<file path="config.mk">
export PLATFORM = sky130hd
export DESIGN_NAME = pvas_core
export DESIGN_NICKNAME = d
export VERILOG_FILES = /design/src/pvas_pkg.sv /design/src/pvas_sqrt.sv /design/src/pvas_core.sv
export SDC_FILE = /design/constraint.sdc
export NUM_CORES = 2
export LEC_CHECK = 0
export ABC_AREA = 1
export BUFFER_PORTS_ARGS = -buffer_cell sky130_fd_sc_hd__clkbuf_2
export CORE_ASPECT_RATIO = 2
export CORE_MARGIN = 2
export CORE_UTILIZATION = 55
export DETAILED_ROUTE_END_ITERATION = 7
export PLACE_DENSITY = 0.68
export SETUP_SLACK_MARGIN = 0.4
export SLEW_MARGIN = 30
export SYNTH_ARGS = -nofsm -noshare
export SYNTH_HDL_FRONTEND = slang
export SYNTH_HIERARCHICAL = 1
export SYNTH_SLANG_ARGS = --single-unit
export TNS_END_PERCENT = 20
</file>
<file path="constraint.sdc">
create_clock -name pclk -period 61.1 [get_ports pclk]
set_input_delay 0 -clock pclk [delete_from_list [all_inputs] [get_ports pclk]]
set_output_delay 0 -clock pclk [all_outputs]
set_load 0.01 [all_outputs]
</file>
<file path="src/pvas_pkg.sv">
// Shared constants and types for process value alarm scaling
package pvas_pkg;

   // ----------------------------------------------------------------
   // Timing
   // ----------------------------------------------------------------
   localparam int unsigned CLK_PERIOD_NS     = 100;
   localparam int unsigned ALARM_TICK_NS     = 1000000;
   localparam int unsigned ALARM_TICK_CYCLES = ALARM_TICK_NS / CLK_PERIOD_NS;

   // ----------------------------------------------------------------
   // Levels in 0.01 % of input span
   // ----------------------------------------------------------------
   localparam logic [13:0] FULL_SCALE     = 14'h2710; // 100.00 %
   localparam logic [13:0] SQRT_ON_LEVEL  = 14'h0032; // 0.50 %
   localparam logic [13:0] SQRT_OFF_LEVEL = 14'h001e; // 0.30 %
   localparam logic [13:0] INRUSH_LEVEL   = 14'h00c8; // 2.00 %
   localparam int unsigned ROOT_W         = 14;
   localparam logic signed [33:0] GAIN_UNIT = 34'sh0000_2710; // 1/0.0001

   // ----------------------------------------------------------------
   // Register offsets
   // ----------------------------------------------------------------
   localparam logic [7:0] ADDR_CTRL   = 8'h00;
   localparam logic [7:0] ADDR_RMIN   = 8'h04;
   localparam logic [7:0] ADDR_RMAX   = 8'h08;
   localparam logic [7:0] ADDR_GAIN   = 8'h0c;
   localparam logic [7:0] ADDR_ZERO   = 8'h10;
   localparam logic [7:0] ADDR_HYST   = 8'h14;
   localparam logic [7:0] ADDR_DELAY  = 8'h18;
   localparam logic [7:0] ADDR_SETHH  = 8'h1c;
   localparam logic [7:0] ADDR_SETH   = 8'h20;
   localparam logic [7:0] ADDR_SETL   = 8'h24;
   localparam logic [7:0] ADDR_SETLL  = 8'h28;
   localparam logic [7:0] ADDR_INRUSH = 8'h2c;
   localparam logic [7:0] ADDR_STATUS = 8'h30;
   localparam logic [7:0] ADDR_PV     = 8'h34;

   // ----------------------------------------------------------------
   // Field positions and alarm indices
   // ----------------------------------------------------------------
   localparam int unsigned CTRL_SQRT_BIT   = 0;
   localparam int unsigned CTRL_DIR_BIT    = 1; // 1: overrange high
   localparam int unsigned CTRL_INRUSH_BIT = 2;
   localparam int unsigned ALM_HH = 0;
   localparam int unsigned ALM_H  = 1;
   localparam int unsigned ALM_L  = 2;
   localparam int unsigned ALM_LL = 3;

   // ----------------------------------------------------------------
   // Reset values
   // ----------------------------------------------------------------
   localparam logic [2:0]  CTRL_RST   = 3'h0;
   localparam logic [15:0] RMIN_RST   = 16'h0000;
   localparam logic [15:0] RMAX_RST   = 16'h0fa0;
   localparam logic [15:0] GAIN_RST   = 16'h2710;
   localparam logic [15:0] SETHI_RST  = 16'h0fa0;
   localparam logic [15:0] SETLO_RST  = 16'h0000;
   localparam logic [15:0] INRUSH_RST = 16'h0064;

   // ----------------------------------------------------------------
   // Types
   // ----------------------------------------------------------------
   typedef struct packed {
      logic        open; // input disconnected
      logic [13:0] raw;  // 0.01 % units
   } pvas_sample_type;

   typedef struct packed {
      logic signed [15:0] pv;
      logic [3:0]         alarm;
      logic               sqrt_mode;
      logic               inrush_active;
   } pvas_result_type;

   typedef struct packed {
      logic [2:0]       ctrl;
      logic [15:0]      range_min;
      logic [15:0]      range_max;
      logic [15:0]      gain;
      logic [15:0]      zero;
      logic [15:0]      hyst;
      logic [15:0]      delay;
      logic [3:0][15:0] set;
      logic [15:0]      inrush_time;
   } pvas_cfg_type;

   localparam pvas_cfg_type CFG_RST = '{
      ctrl: CTRL_RST, range_min: RMIN_RST, range_max: RMAX_RST,
      gain: GAIN_RST, zero: 16'h0000, hyst: 16'h0000, delay: 16'h0000,
      set: {SETLO_RST, SETLO_RST, SETHI_RST, SETHI_RST},
      inrush_time: INRUSH_RST};

   typedef enum logic [1:0] {
      ST_IDLE = 2'b00,
      ST_ROOT = 2'b01,
      ST_CALC = 2'b10
   } pvas_state_type;

   typedef struct packed {
      logic        busy;
      logic [3:0]  step;
      logic [27:0] rad;
      logic [16:0] rem;
      logic [13:0] root;
      logic        done;
   } pvas_sqrt_state_type;

endpackage

</file>
<file path="src/pvas_sqrt.sv">
// Sequential integer square root, one result bit per clock
module pvas_sqrt (
   input  wire logic                    pclk,     // Bus clock
   input  wire logic                    presetn,  // Async reset, low
   input  wire logic                    start,    // Start pulse
   input  wire logic [2*pvas_pkg::ROOT_W-1:0] radicand, // Operand
   output logic                         done,     // Result pulse
   output logic [pvas_pkg::ROOT_W-1:0]  root      // Floor square root
);
   import pvas_pkg::*;

   pvas_sqrt_state_type s;
   pvas_sqrt_state_type next_s;

   // ----------------------------------------------------------------
   // Restoring root extraction
   // ----------------------------------------------------------------
   // Two radicand bits per step keeps the datapath to one subtractor
   always_comb
   begin
      logic [16:0] rem_sh;
      logic [16:0] trial;
      next_s      = s;
      next_s.done = 1'b0;
      rem_sh      = {s.rem[14:0], s.rad[27:26]};
      trial       = {1'b0, s.root, 2'b01};
      if (!s.busy)
      begin
         if (start)
         begin
            next_s.busy = 1'b1;
            next_s.step = 4'h0;
            next_s.rad  = radicand;
            next_s.rem  = 17'h00000;
            next_s.root = 14'h0000;
         end
      end
      else
      begin
         next_s.rad = {s.rad[25:0], 2'b00};
         if (rem_sh >= trial)
         begin
            next_s.rem  = rem_sh - trial;
            next_s.root = {s.root[12:0], 1'b1};
         end
         else
         begin
            next_s.rem  = rem_sh;
            next_s.root = {s.root[12:0], 1'b0};
         end
         next_s.step = s.step + 4'h1;
         if (s.step == 4'(ROOT_W - 1))
         begin
            next_s.busy = 1'b0;
            next_s.done = 1'b1;
         end
      end
   end

   // State register
   always_ff @(posedge pclk or negedge presetn)
   begin
      if (!presetn)
         s <= '0;
      else
         s <= next_s;
   end

   assign done = s.done;
   assign root = s.root;
endmodule // pvas_sqrt

</file>
<file path="src/pvas_core.sv">
// Process value scaling, square root, inrush and alarm core with APB
// How it works
// - Alarm stays off if condition clears before on-delay elapses.
// - Range maximum below minimum gives falling value for rising input.
// - Alarms compare the scaled process value, never the raw input.
// - High-high and high alarms on when value exceeds set value.
// - Low-low and low alarms on when value is below set value.
// - Disconnected input with high overrange forces range maximum.
// - Disconnected input with low overrange forces range minimum.
// - Inrush limit stays off if value exceeds 2% at startup.
// - Inrush limit engages only on first upward crossing of 2%.
// - Square root mode uses output equals input near the bottom.
// - Rising input switches to square root at 0.5%.
// - Falling input returns to linear at 0.3%.
// - Value is (in - min) times gain/10000 plus min plus zero.
module pvas_core #(
   parameter int unsigned TICK_CYCLES = pvas_pkg::ALARM_TICK_CYCLES
) (
   input  wire logic        pclk,         // Bus clock, 10 MHz
   input  wire logic        presetn,      // Async reset, low
   input  wire logic        psel,         // APB select
   input  wire logic        penable,      // APB enable
   input  wire logic        pwrite,       // APB direction
   input  wire logic [7:0]  paddr,        // APB byte address
   input  wire logic [31:0] pwdata,       // APB write data
   output logic [31:0]      prdata,       // APB read data
   output logic             pready,       // APB ready
   output logic             pslverr,      // APB error
   input  wire logic        sample_valid, // New converter sample
   input  wire pvas_pkg::pvas_sample_type sample, // Sample word
   output logic             sample_ready, // Core can take a sample
   output logic             pv_valid,     // New process value pulse
   output pvas_pkg::pvas_result_type result // Value and flags
);
   import pvas_pkg::*;

   typedef struct packed {
      pvas_state_type   st;
      logic [13:0]      raw;
      logic             open;
      logic [13:0]      lin;
      logic [15:0]      pv;
      logic             pv_valid;
      logic             sqrt_mode;
      logic             first_done;
      logic             armed;
      logic             prev_low;
      logic [15:0]      inr_cnt;
      logic [3:0]       alarm;
      logic [3:0][15:0] dcnt;
      logic [15:0]      tick_cnt;
      logic             tick;
      pvas_cfg_type     cfg;
      logic [31:0]      prdata;
      logic             pslverr;
   } pvas_core_state_type;

   localparam pvas_core_state_type STATE_RST = '{st: ST_IDLE, cfg: CFG_RST,
                                                  default: '0};

   pvas_core_state_type s;
   pvas_core_state_type next_s;
   logic [3:0]          cond;
   logic                sqrt_start;
   logic                sqrt_done;
   logic [13:0]         sqrt_root;
   logic                inr_active;

   // ----------------------------------------------------------------
   // Arithmetic helpers
   // ----------------------------------------------------------------
   // Product scaled by 0.0001; range fits 34 bits for 16-bit operands
   function automatic logic signed [31:0] mul_div(
      input logic signed [16:0] a,
      input logic signed [16:0] b);
      logic signed [33:0] p;
      p       = a * b;
      mul_div = 32'(p / GAIN_UNIT);
   endfunction

   // Clip to the signed 16-bit process value range
   function automatic logic [15:0] sat16(input logic signed [31:0] v);
      if (v > 32'sd32767)
         sat16 = 16'h7fff;
      else if (v < -32'sd32768)
         sat16 = 16'h8000;
      else
         sat16 = v[15:0];
   endfunction

   // Alarm condition; an alarm already on holds across the hysteresis
   function automatic logic alarm_cond(
      input logic        on,
      input logic        high,
      input logic [15:0] pv,
      input logic [15:0] sv,
      input logic [15:0] hy);
      logic signed [16:0] p;
      logic signed [16:0] t;
      p = 17'($signed(pv));
      t = 17'($signed(sv));
      if (high)
         alarm_cond = on ? (p >= t - 17'($signed(hy))) : (p > t);
      else
         alarm_cond = on ? (p <= t + 17'($signed(hy))) : (p < t);
   endfunction

   // ----------------------------------------------------------------
   // Alarm conditions
   // ----------------------------------------------------------------
   assign inr_active = (s.inr_cnt != 16'h0000);

   // Alarms see the scaled value; inrush masks them while it runs
   always_comb
   begin
      for (int k = 0; k < 4; k++)
      begin
         cond[k] = !inr_active && alarm_cond(s.alarm[k], (k < 2),
                   s.pv, s.cfg.set[k], s.cfg.hyst);
      end
   end

   assign sqrt_start = sample_valid && (s.st == ST_IDLE) && !sample.open
                       && s.cfg.ctrl[CTRL_SQRT_BIT]
                       && (s.sqrt_mode ? (sample.raw > SQRT_OFF_LEVEL)
                                       : (sample.raw >= SQRT_ON_LEVEL));

   pvas_sqrt u_sqrt (
      .pclk     (pclk),
      .presetn  (presetn),
      .start    (sqrt_start),
      .radicand (28'(sample.raw * 28'h0002710)),
      .done     (sqrt_done),
      .root     (sqrt_root)
   );

   // ----------------------------------------------------------------
   // Next state
   // ----------------------------------------------------------------
   always_comb
   begin
      logic signed [16:0] diff;
      logic [15:0]        scaled;
      logic [15:0]        adj;
      next_s          = s;
      next_s.pv_valid = 1'b0;
      diff   = 17'($signed(s.cfg.range_max)) - 17'($signed(s.cfg.range_min));
      scaled = sat16(mul_div(diff, {3'b000, s.lin})
                     + 32'($signed(s.cfg.range_min)));
      adj    = sat16(mul_div(17'($signed(scaled))
                     - 17'($signed(s.cfg.range_min)), {1'b0, s.cfg.gain})
                     + 32'($signed(s.cfg.range_min))
                     + 32'($signed(s.cfg.zero)));

      // Sample path; samples offered while busy are not taken
      case (s.st)
         ST_IDLE:
         begin
            if (sample_valid)
            begin
               next_s.raw  = sample.raw;
               next_s.open = sample.open;
               next_s.lin  = sample.raw;
               if (!sample.open)
               begin
                  if (!s.sqrt_mode && sample.raw >= SQRT_ON_LEVEL)
                     next_s.sqrt_mode = 1'b1;
                  if (s.sqrt_mode && sample.raw <= SQRT_OFF_LEVEL)
                     next_s.sqrt_mode = 1'b0;
               end
               next_s.st = sqrt_start ? ST_ROOT : ST_CALC;
            end
         end
         ST_ROOT:
         begin
            if (sqrt_done)
            begin
               next_s.lin = sqrt_root;
               next_s.st  = ST_CALC;
            end
         end
         ST_CALC:
         begin
            next_s.pv_valid = 1'b1;
            next_s.st       = ST_IDLE;
            next_s.pv       = adj;
            if (s.open)
            begin
               next_s.pv = s.cfg.ctrl[CTRL_DIR_BIT] ? s.cfg.range_max
                                                    : s.cfg.range_min;
            end
            if (inr_active)
               next_s.inr_cnt = s.inr_cnt - 16'h0001;
            if (!s.open)
            begin
               next_s.prev_low = (s.lin <= INRUSH_LEVEL);
               if (!s.first_done)
               begin
                  next_s.first_done = 1'b1;
                  next_s.armed      = (s.lin <= INRUSH_LEVEL);
               end
               else if (s.armed && s.prev_low && s.lin > INRUSH_LEVEL)
               begin
                  next_s.armed = 1'b0;
                  if (s.cfg.ctrl[CTRL_INRUSH_BIT])
                     next_s.inr_cnt = s.cfg.inrush_time;
               end
            end
         end
         default:
            next_s.st = ST_IDLE;
      endcase

      // Millisecond tick for the on-delay
      next_s.tick     = 1'b0;
      next_s.tick_cnt = s.tick_cnt + 16'h0001;
      if (s.tick_cnt == 16'(TICK_CYCLES - 1))
      begin
         next_s.tick     = 1'b1;
         next_s.tick_cnt = 16'h0000;
      end

      for (int k = 0; k < 4; k++)
      begin
         if (!cond[k])
         begin
            next_s.alarm[k] = 1'b0;
            next_s.dcnt[k]  = 16'h0000;
         end
         else if (!s.alarm[k])
         begin
            // all four alarms set on delay expiry
            if (s.dcnt[k] >= s.cfg.delay)
               next_s.alarm[k] = 1'b1;
            else if (s.tick)
               next_s.dcnt[k] = s.dcnt[k] + 16'h0001;
         end
      end

      // APB: read data latched in setup, write taken in access
      if (psel && !penable)
      begin
         next_s.pslverr = 1'b0;
         case (paddr)
            ADDR_CTRL:   next_s.prdata = {29'h0, s.cfg.ctrl};
            ADDR_RMIN:   next_s.prdata = {16'h0, s.cfg.range_min};
            ADDR_RMAX:   next_s.prdata = {16'h0, s.cfg.range_max};
            ADDR_GAIN:   next_s.prdata = {16'h0, s.cfg.gain};
            ADDR_ZERO:   next_s.prdata = {16'h0, s.cfg.zero};
            ADDR_HYST:   next_s.prdata = {16'h0, s.cfg.hyst};
            ADDR_DELAY:  next_s.prdata = {16'h0, s.cfg.delay};
            ADDR_SETHH:  next_s.prdata = {16'h0, s.cfg.set[ALM_HH]};
            ADDR_SETH:   next_s.prdata = {16'h0, s.cfg.set[ALM_H]};
            ADDR_SETL:   next_s.prdata = {16'h0, s.cfg.set[ALM_L]};
            ADDR_SETLL:  next_s.prdata = {16'h0, s.cfg.set[ALM_LL]};
            ADDR_INRUSH: next_s.prdata = {16'h0, s.cfg.inrush_time};
            ADDR_STATUS: next_s.prdata = {24'h0, s.open, s.armed,
                                          inr_active, s.sqrt_mode, s.alarm};
            ADDR_PV:     next_s.prdata = {16'h0, s.pv};
            default:
            begin
               next_s.prdata  = 32'h0000_0000;
               next_s.pslverr = 1'b1;
            end
         endcase
      end
      if (psel && penable && pwrite)
      begin
         case (paddr)
            ADDR_CTRL:   next_s.cfg.ctrl        = pwdata[2:0];
            ADDR_RMIN:   next_s.cfg.range_min   = pwdata[15:0];
            ADDR_RMAX:   next_s.cfg.range_max   = pwdata[15:0];
            ADDR_GAIN:   next_s.cfg.gain        = pwdata[15:0];
            ADDR_ZERO:   next_s.cfg.zero        = pwdata[15:0];
            ADDR_HYST:   next_s.cfg.hyst        = pwdata[15:0];
            ADDR_DELAY:  next_s.cfg.delay       = pwdata[15:0];
            ADDR_SETHH:  next_s.cfg.set[ALM_HH] = pwdata[15:0];
            ADDR_SETH:   next_s.cfg.set[ALM_H]  = pwdata[15:0];
            ADDR_SETL:   next_s.cfg.set[ALM_L]  = pwdata[15:0];
            ADDR_SETLL:  next_s.cfg.set[ALM_LL] = pwdata[15:0];
            ADDR_INRUSH: next_s.cfg.inrush_time = pwdata[15:0];
            default:     next_s.cfg             = s.cfg;
         endcase
      end
   end

   // State register
   always_ff @(posedge pclk or negedge presetn)
   begin
      if (!presetn)
         s <= STATE_RST;
      else
         s <= next_s;
   end

   // ----------------------------------------------------------------
   // Outputs
   // ----------------------------------------------------------------
   assign prdata       = s.prdata;
   assign pslverr      = s.pslverr;
   assign pready       = 1'b1; // Zero wait states
   assign sample_ready = (s.st == ST_IDLE);
   assign pv_valid     = s.pv_valid;
   assign result       = '{pv: s.pv, alarm: s.alarm,
                           sqrt_mode: s.sqrt_mode, inrush_active: inr_active};

   logic above_h;
   assign above_h = ($signed(s.pv) > $signed(s.cfg.set[ALM_H]));
endmodule // pvas_core

</file>
# Word-level counts from Yosys, hierarchy flattened
# Cells that the tools add are included.
# Widths: inputs -> output; s select.
[op_classes]
addsub = 17
mul = 3
div = 2
n_lt_le_gt_ge = 22
eq_ne = 32
shifts = 0
mux = 64
bitwise_logic = 2
n_reduce_logical = 48
[op_table]
columns = ["op", "n"]
rows = [
  ["$mux 16", 27],
  ["$pmux 16 s14", 1],
  ["$mux 64", 2],
  ["$add 32x16->32", 3],
  ["$add 16x1->16 const B", 5],
  ["$div 34x15->34 const B", 2],
  ["$sub 16x16->17", 4],
  ["$ge 16x16->1", 4],
  ["$gt 32x16->1 const B", 2],
  ["$lt 32x16->1 const B", 2],
  ["$mux 31", 2],
  ["$eq 8x6->1 const B", 6],
  ["$add 16x16->17", 2],
  ["$ge 16x17->1", 2],
  ["$le 16x17->1", 2],
  ["$mul 17x17->34", 1],
  ["$eq 8x5->1 const B", 4],
  ["$gt 16x16->1", 2],
  ["$lt 16x16->1", 2],
  ["$mul 17x15->32", 1],
  ["$reduce_and 2->1", 15],
  ["$pmux 14 s2", 1],
  ["$mux 1", 26],
  ["$ne 2x2->1 const B", 13],
  ["31 further kinds", 59],
]
[totals]
reg_bits = 428
latchBits = 0
ram_bits = 0
rom_bits = 0
in_bits = 61
out_inout_bits = 58
elab_cells = 228
memories = 0

# Logic depth before layout (Yosys ltp)
[logic_depth]
depth_word = 16
ltp_mapped = 463
ltp_nobuf = 454

# By module
# The synthesis kept the hierarchy.
[modules_own_cells]
columns = ["mod", "instances", "cells_each", "area_per_inst_um2", "seq_area_each_um2"]
rows = [
  ["pvas_core", 1, 9672, 68338.0, 8415.6],
  ["pvas_sqrt", 1, 494, 3861.2, 1576.5],
]

# Least setup slack after synthesis
# OpenSTA, ideal clock, no wires.
[synth_path]
path_type = "reg2reg"
startpoint = "register s[193] (netlist name)"
endpoint = "register s, in the netlist result[12]"
setup_ps = 73
t_arrival_ps = 51752
required_time_ps = 61027
path_slack_ps = 9275
stages_incl_launch_ff = 395
path_buffers = 25
synth_period_minus_slack_ps = 51825
path_cell_list = "dfrtp_1 -> ha_1 -> fa_1 -> o21ai_0 -> nand2_1 -> nand2_1 -> a21oi_1 -> or2_2 -> nand2_1 -> a21oi_1 -> or2_2 -> nand2_1 -> a21oi_1 -> or2_2 -> nand2_1 -> a21oi_1 -> xnor2_1 -> inv_1 -> (+359 left out) -> nand2_1 -> a21oi_1 -> o21bai_1 -> a21oi_1 -> o21bai_1 -> a21o_1 -> a21oi_1 -> o21ai_0 -> inv_1 -> o21ai_0 -> xor2_1 -> nand3_1 -> nor4b_1 -> nand3_1 -> nand2_4 -> buf_12 -> nand3b_1 -> a21oi_2"
[synth_via]
elab_chain_len = 16
word_cells_on_any_way = 18
cone_classes = "add/sub (5); mul (2); div (2); order compare (4); mux (5)"
[synth_rtl]
columns = ["item", "line_no", "rtl"]
rows = [
  ["from (decl)", "pvas_core.sv:61", "pvas_core_state_type s;"],
  ["from (signal assigned)", "pvas_core.sv:293", "s <= next_s;"],
  ["$sub 16x16->17", "pvas_core.sv:147", "diff = 17'($signed(s.cfg.range_max)) - 17'($signed(s.cfg.range_min));"],
  ["$mul 17x15->32", "pvas_core.sv:77", "p = a * b;"],
  ["$div 34x15->34", "pvas_core.sv:78", "mul_div = 32'(p / GAIN_UNIT);"],
  ["$add 32x16->32", "pvas_core.sv:149", "+ 32'($signed(s.cfg.range_min)));"],
  ["$lt 32x16->1", "pvas_core.sv:85", "else if (v < -32'sd32768)"],
  ["$mux 16", "pvas_core.sv:85", ""],
  ["$mux 16", "pvas_core.sv:83", "if (v > 32'sd32767)"],
  ["$sub 16x16->17", "pvas_core.sv:151", "- 17'($signed(s.cfg.range_min)), {1'b0, s.cfg.gain})"],
  ["$mul 17x17->34", "pvas_core.sv:77", ""],
  ["$div 34x15->34", "pvas_core.sv:78", ""],
  ["$add 32x16->32 *", "pvas_core.sv:152", "+ 32'($signed(s.cfg.range_min))"],
  ["$add 32x16->32 *", "pvas_core.sv:153", "+ 32'($signed(s.cfg.zero)));"],
  ["$lt 32x16->1", "pvas_core.sv:85", ""],
  ["$mux 16", "pvas_core.sv:85", ""],
  ["$mux 16 *", "pvas_core.sv:83", ""],
  ["$mux 16 *", "pvas_core.sv:187", "if (s.open)"],
]
# Mark *: on every way between the ends. The rest lies on a longest branch, timed or not.
# A chain may end at the register's enable or synchronous reset.

# Worst setup path after layout
[layout_path]
startpoint = "register s[177] (netlist name)"
endpoint = "register s, in the netlist result[14]"
[layout_via]
elab_chain_len = 16
word_cells_on_any_way = 18
cone_classes = "add/sub (5); mul (2); div (2); order compare (4); mux (5)"
[layout_rtl]
columns = ["item", "line_no"]
rows = [
  ["$sub 16x16->17 *", "pvas_core.sv:147"],
  ["$mul 17x15->32 *", "pvas_core.sv:77"],
  ["$div 34x15->34 *", "pvas_core.sv:78"],
  ["$add 32x16->32 *", "pvas_core.sv:149"],
  ["$lt 32x16->1", "pvas_core.sv:85"],
  ["$mux 16", "pvas_core.sv:85"],
  ["$mux 16 *", "pvas_core.sv:83"],
  ["$sub 16x16->17 *", "pvas_core.sv:151"],
  ["$mul 17x17->34 *", "pvas_core.sv:77"],
  ["$div 34x15->34 *", "pvas_core.sv:78"],
  ["$add 32x16->32 *", "pvas_core.sv:152"],
  ["$add 32x16->32 *", "pvas_core.sv:153"],
  ["$lt 32x16->1", "pvas_core.sv:85"],
  ["$mux 16", "pvas_core.sv:85"],
  ["$mux 16 *", "pvas_core.sv:83"],
  ["$mux 16 *", "pvas_core.sv:187"],
]
# Marks and branches as above.

==> out/results.ini <==
[finish]
drive_gt1_share_pct=17.59
nNetsFinal=11930
fill_cells=12290
area_growth_pct=12.05
multi_input_area_mm2=0.05429
mostFrequentLayoutCell=nand2_1
seq_area_mm2=0.009996
layout_common_cells=nand2_1, inv_1, nor2_1

[sta]
hold_viol=0
fin_skew_ns=0.05478
period_needed_ns=57.05
fin_crit_sh_pct=93.38
max_freq_mhz=17.53
worst_slew_pin_slew_ns=1.135
setup_viol=0
final.setup.tns_ns=0
maxSlewHeadroom_pct=24.26
drv_slew=0

[worst_setup_path]
crit_type=flip-flop to flip-flop
critical_path.top_delay_family=simple AND/OR/NAND/NOR gates
cp_num_buf_inv=63
crit_top_cell=nand2_1
worstPathArrival_ns=57.58
crit_required_ns=61.62
end_kind=flip-flop
slowest_delay_ns=0.62
cp-start-kind=flip-flop
crit_slowest_cell=fa_1
critPathMaxFanout=15

[yosys]
yosysWarnings=6
synth.distinct_cells=93
synth_cells=10170
async_reset_ff_share_pct=100.0
synth_area_mm2=0.07220
ys.flop_type=dfrtp_1
synth_seq_cells=398
synth_enable_flop_cells=0
syn_area_per_cell_um2=7.102
ys_seq_area_share_pct=13.84

[clocking]
cts_buffer_depth=3
cts.sinks=398
path_clk_slew_ns=0.06
cts_buffers=43
clock_latency_ns=0.64
clk_root_buffer_cell=clkbuf_16
tritoncts=done
cts_max_level=2

[place]
port_buffers=85
globalplace.congestion=1.022
place.detailed.hpwl_um=189400

[floorplan]
rows=188
chipWidth_um=260.2
core-area_mm2=0.1308
die-area_mm2=0.1344
num_io_pins=119
die_h_um=516.4
start_util_pct=55.20

[routing]
first_iter_violations=3881
totalWireLength_um=234100
wl_per_cell_um=18.87
avgViaCountPerCell=5.536
ant_nets=0
drt_first_pass_iters=6
drcViolationCount=0
vias=68670

[grt]
grt_max_degree=175
globalRoute.totalOverflow=0
grt.total_usage_pct=34.42
antenna_found_initial=4
grt_pass1_vias=69370
grt_pass1_wl_um=360400

[job]
drv_cap=0

[run_status]
status=complete, no violations

[min_path]
min_path_type=input pin to flip-flop

through the flow:
| stage | hold WS, ns | util (%) | instance area (um2) | worst slack, ns | instances |
|---|---|---|---|---|---|
| floorplan | -0.2956 | - | 72270 | 9.275 | 10190 |
| global placement | 0.07374 | 58.53 | 76550 | 0.5540 | 12170 |
| detailed placement | 0.06384 | 58.54 | 76560 | -0.5188 | 12170 |
| CTS | 0.002028 | 59.99 | 78460 | 0.4792 | 12280 |
| global route | 0.06051 | 61.85 | 80900 | -0.06596 | 12400 |
| finish | 0.03017 | 61.86 | 80900 | 4.046 | 12410 |
state kept, by name, summed over array words and instances (netlist names):
name and count:
prdata 16, pslverr 1, pv_valid 1, result 21, s 296, u_sqrt/done 1
u_sqrt/root 14, u_sqrt/s 48
what timing repair did:
item	in CTS	in global routing
gates cloned	0	11
setup endpoints to repair	16	16
setup buffers	6	112
resized for setup	19	336
endpoints found under the hold margin	140	0
pin swaps	1	119
hold buffers	23	0
final timing paths:
check,start,to,slack [ns],cells past startpoint
min in group asynchronous,presetn,s[85]$_DFFE_PN0P_,0.48,3
worst min-delay path,sample[9],s[343]$_DFFE_PN0P_,0.03,5
max in group asynchronous,presetn,s[193]$_DFFE_PN0P_,59.09,5
worst max-delay path,s[177]$_DFFE_PN0P_,result[14]$_DFFE_PN0P_,4.05,402
worst min register to register,s[213]$_DFF_PN0_,s[213]$_DFF_PN0_,0.47,1
worst max register to register,s[177]$_DFFE_PN0P_,result[14]$_DFFE_PN0P_,4.05,402
per-layer routing:
layer	routed length (um)	vias up	track usage [%]
li1	-	32780	-
met4	25470	8	29.78
met1	75580	32740	32.71
met5	56	-	0
met3	11250	1038	4.340
met2	121700	2111	64.36
tightest hold or removal path, cell delays in order:
cell	delay, ns
clkbuf_2	0.23
nand2_1	0.08
nand2_1	0.07
o211ai_1	0.11
o21ai_0	0.09
synthesized netlist by cell type (all sizes together) (50+ instances only):
master     n  area (um2)
a21oi    425        2382
buf      115        1104
clkbuf   147       631.9
dfrtp    372        9309
fa       577       11550
ha       631        7895
inv     2020        7615
nand2   2695       12120
nand3    649        3744
nand4    145       989.7
nor2     875        3984
nor3     105       551.8
o21ai    506        2634
o22ai     50       312.8
xnor2     74       670.7
xor2     297        2680
final cells by class:
class                      count  share of cell area [%]
antenna                        2                0.006186
clock buffer                  57                   1.522
clock inverter                22                  0.3588
inverter                    2064                   9.734
multi-input combinational   7472                   67.11
sequential                   398                   12.36
tap                         1710                   2.645
timing repair buffer         680                   6.271
logic make-up (layout without fill, tap and decap cells):
family / count (synthesis) / count (layout) / synth area share, %
DFF: 398 / 398 / 13.84
and+or+nand+nor: 4598 / 4609 / 30.85
buffers and inverters: 2326 / 2823 / 13.27
adders and majority gates: 1208 / 1208 / 26.93
xor gates and xnor gates: 371 / 371 / 4.641
AOI/OAI and AO/OA: 1262 / 1262 / 10.44
muxes: 1 / 1 / 0.01386
other: 2 / 23 / 0.01040
Power is not shown: default switching activity piles up to over one toggle a cycle in this logic, so the estimate is an artifact.
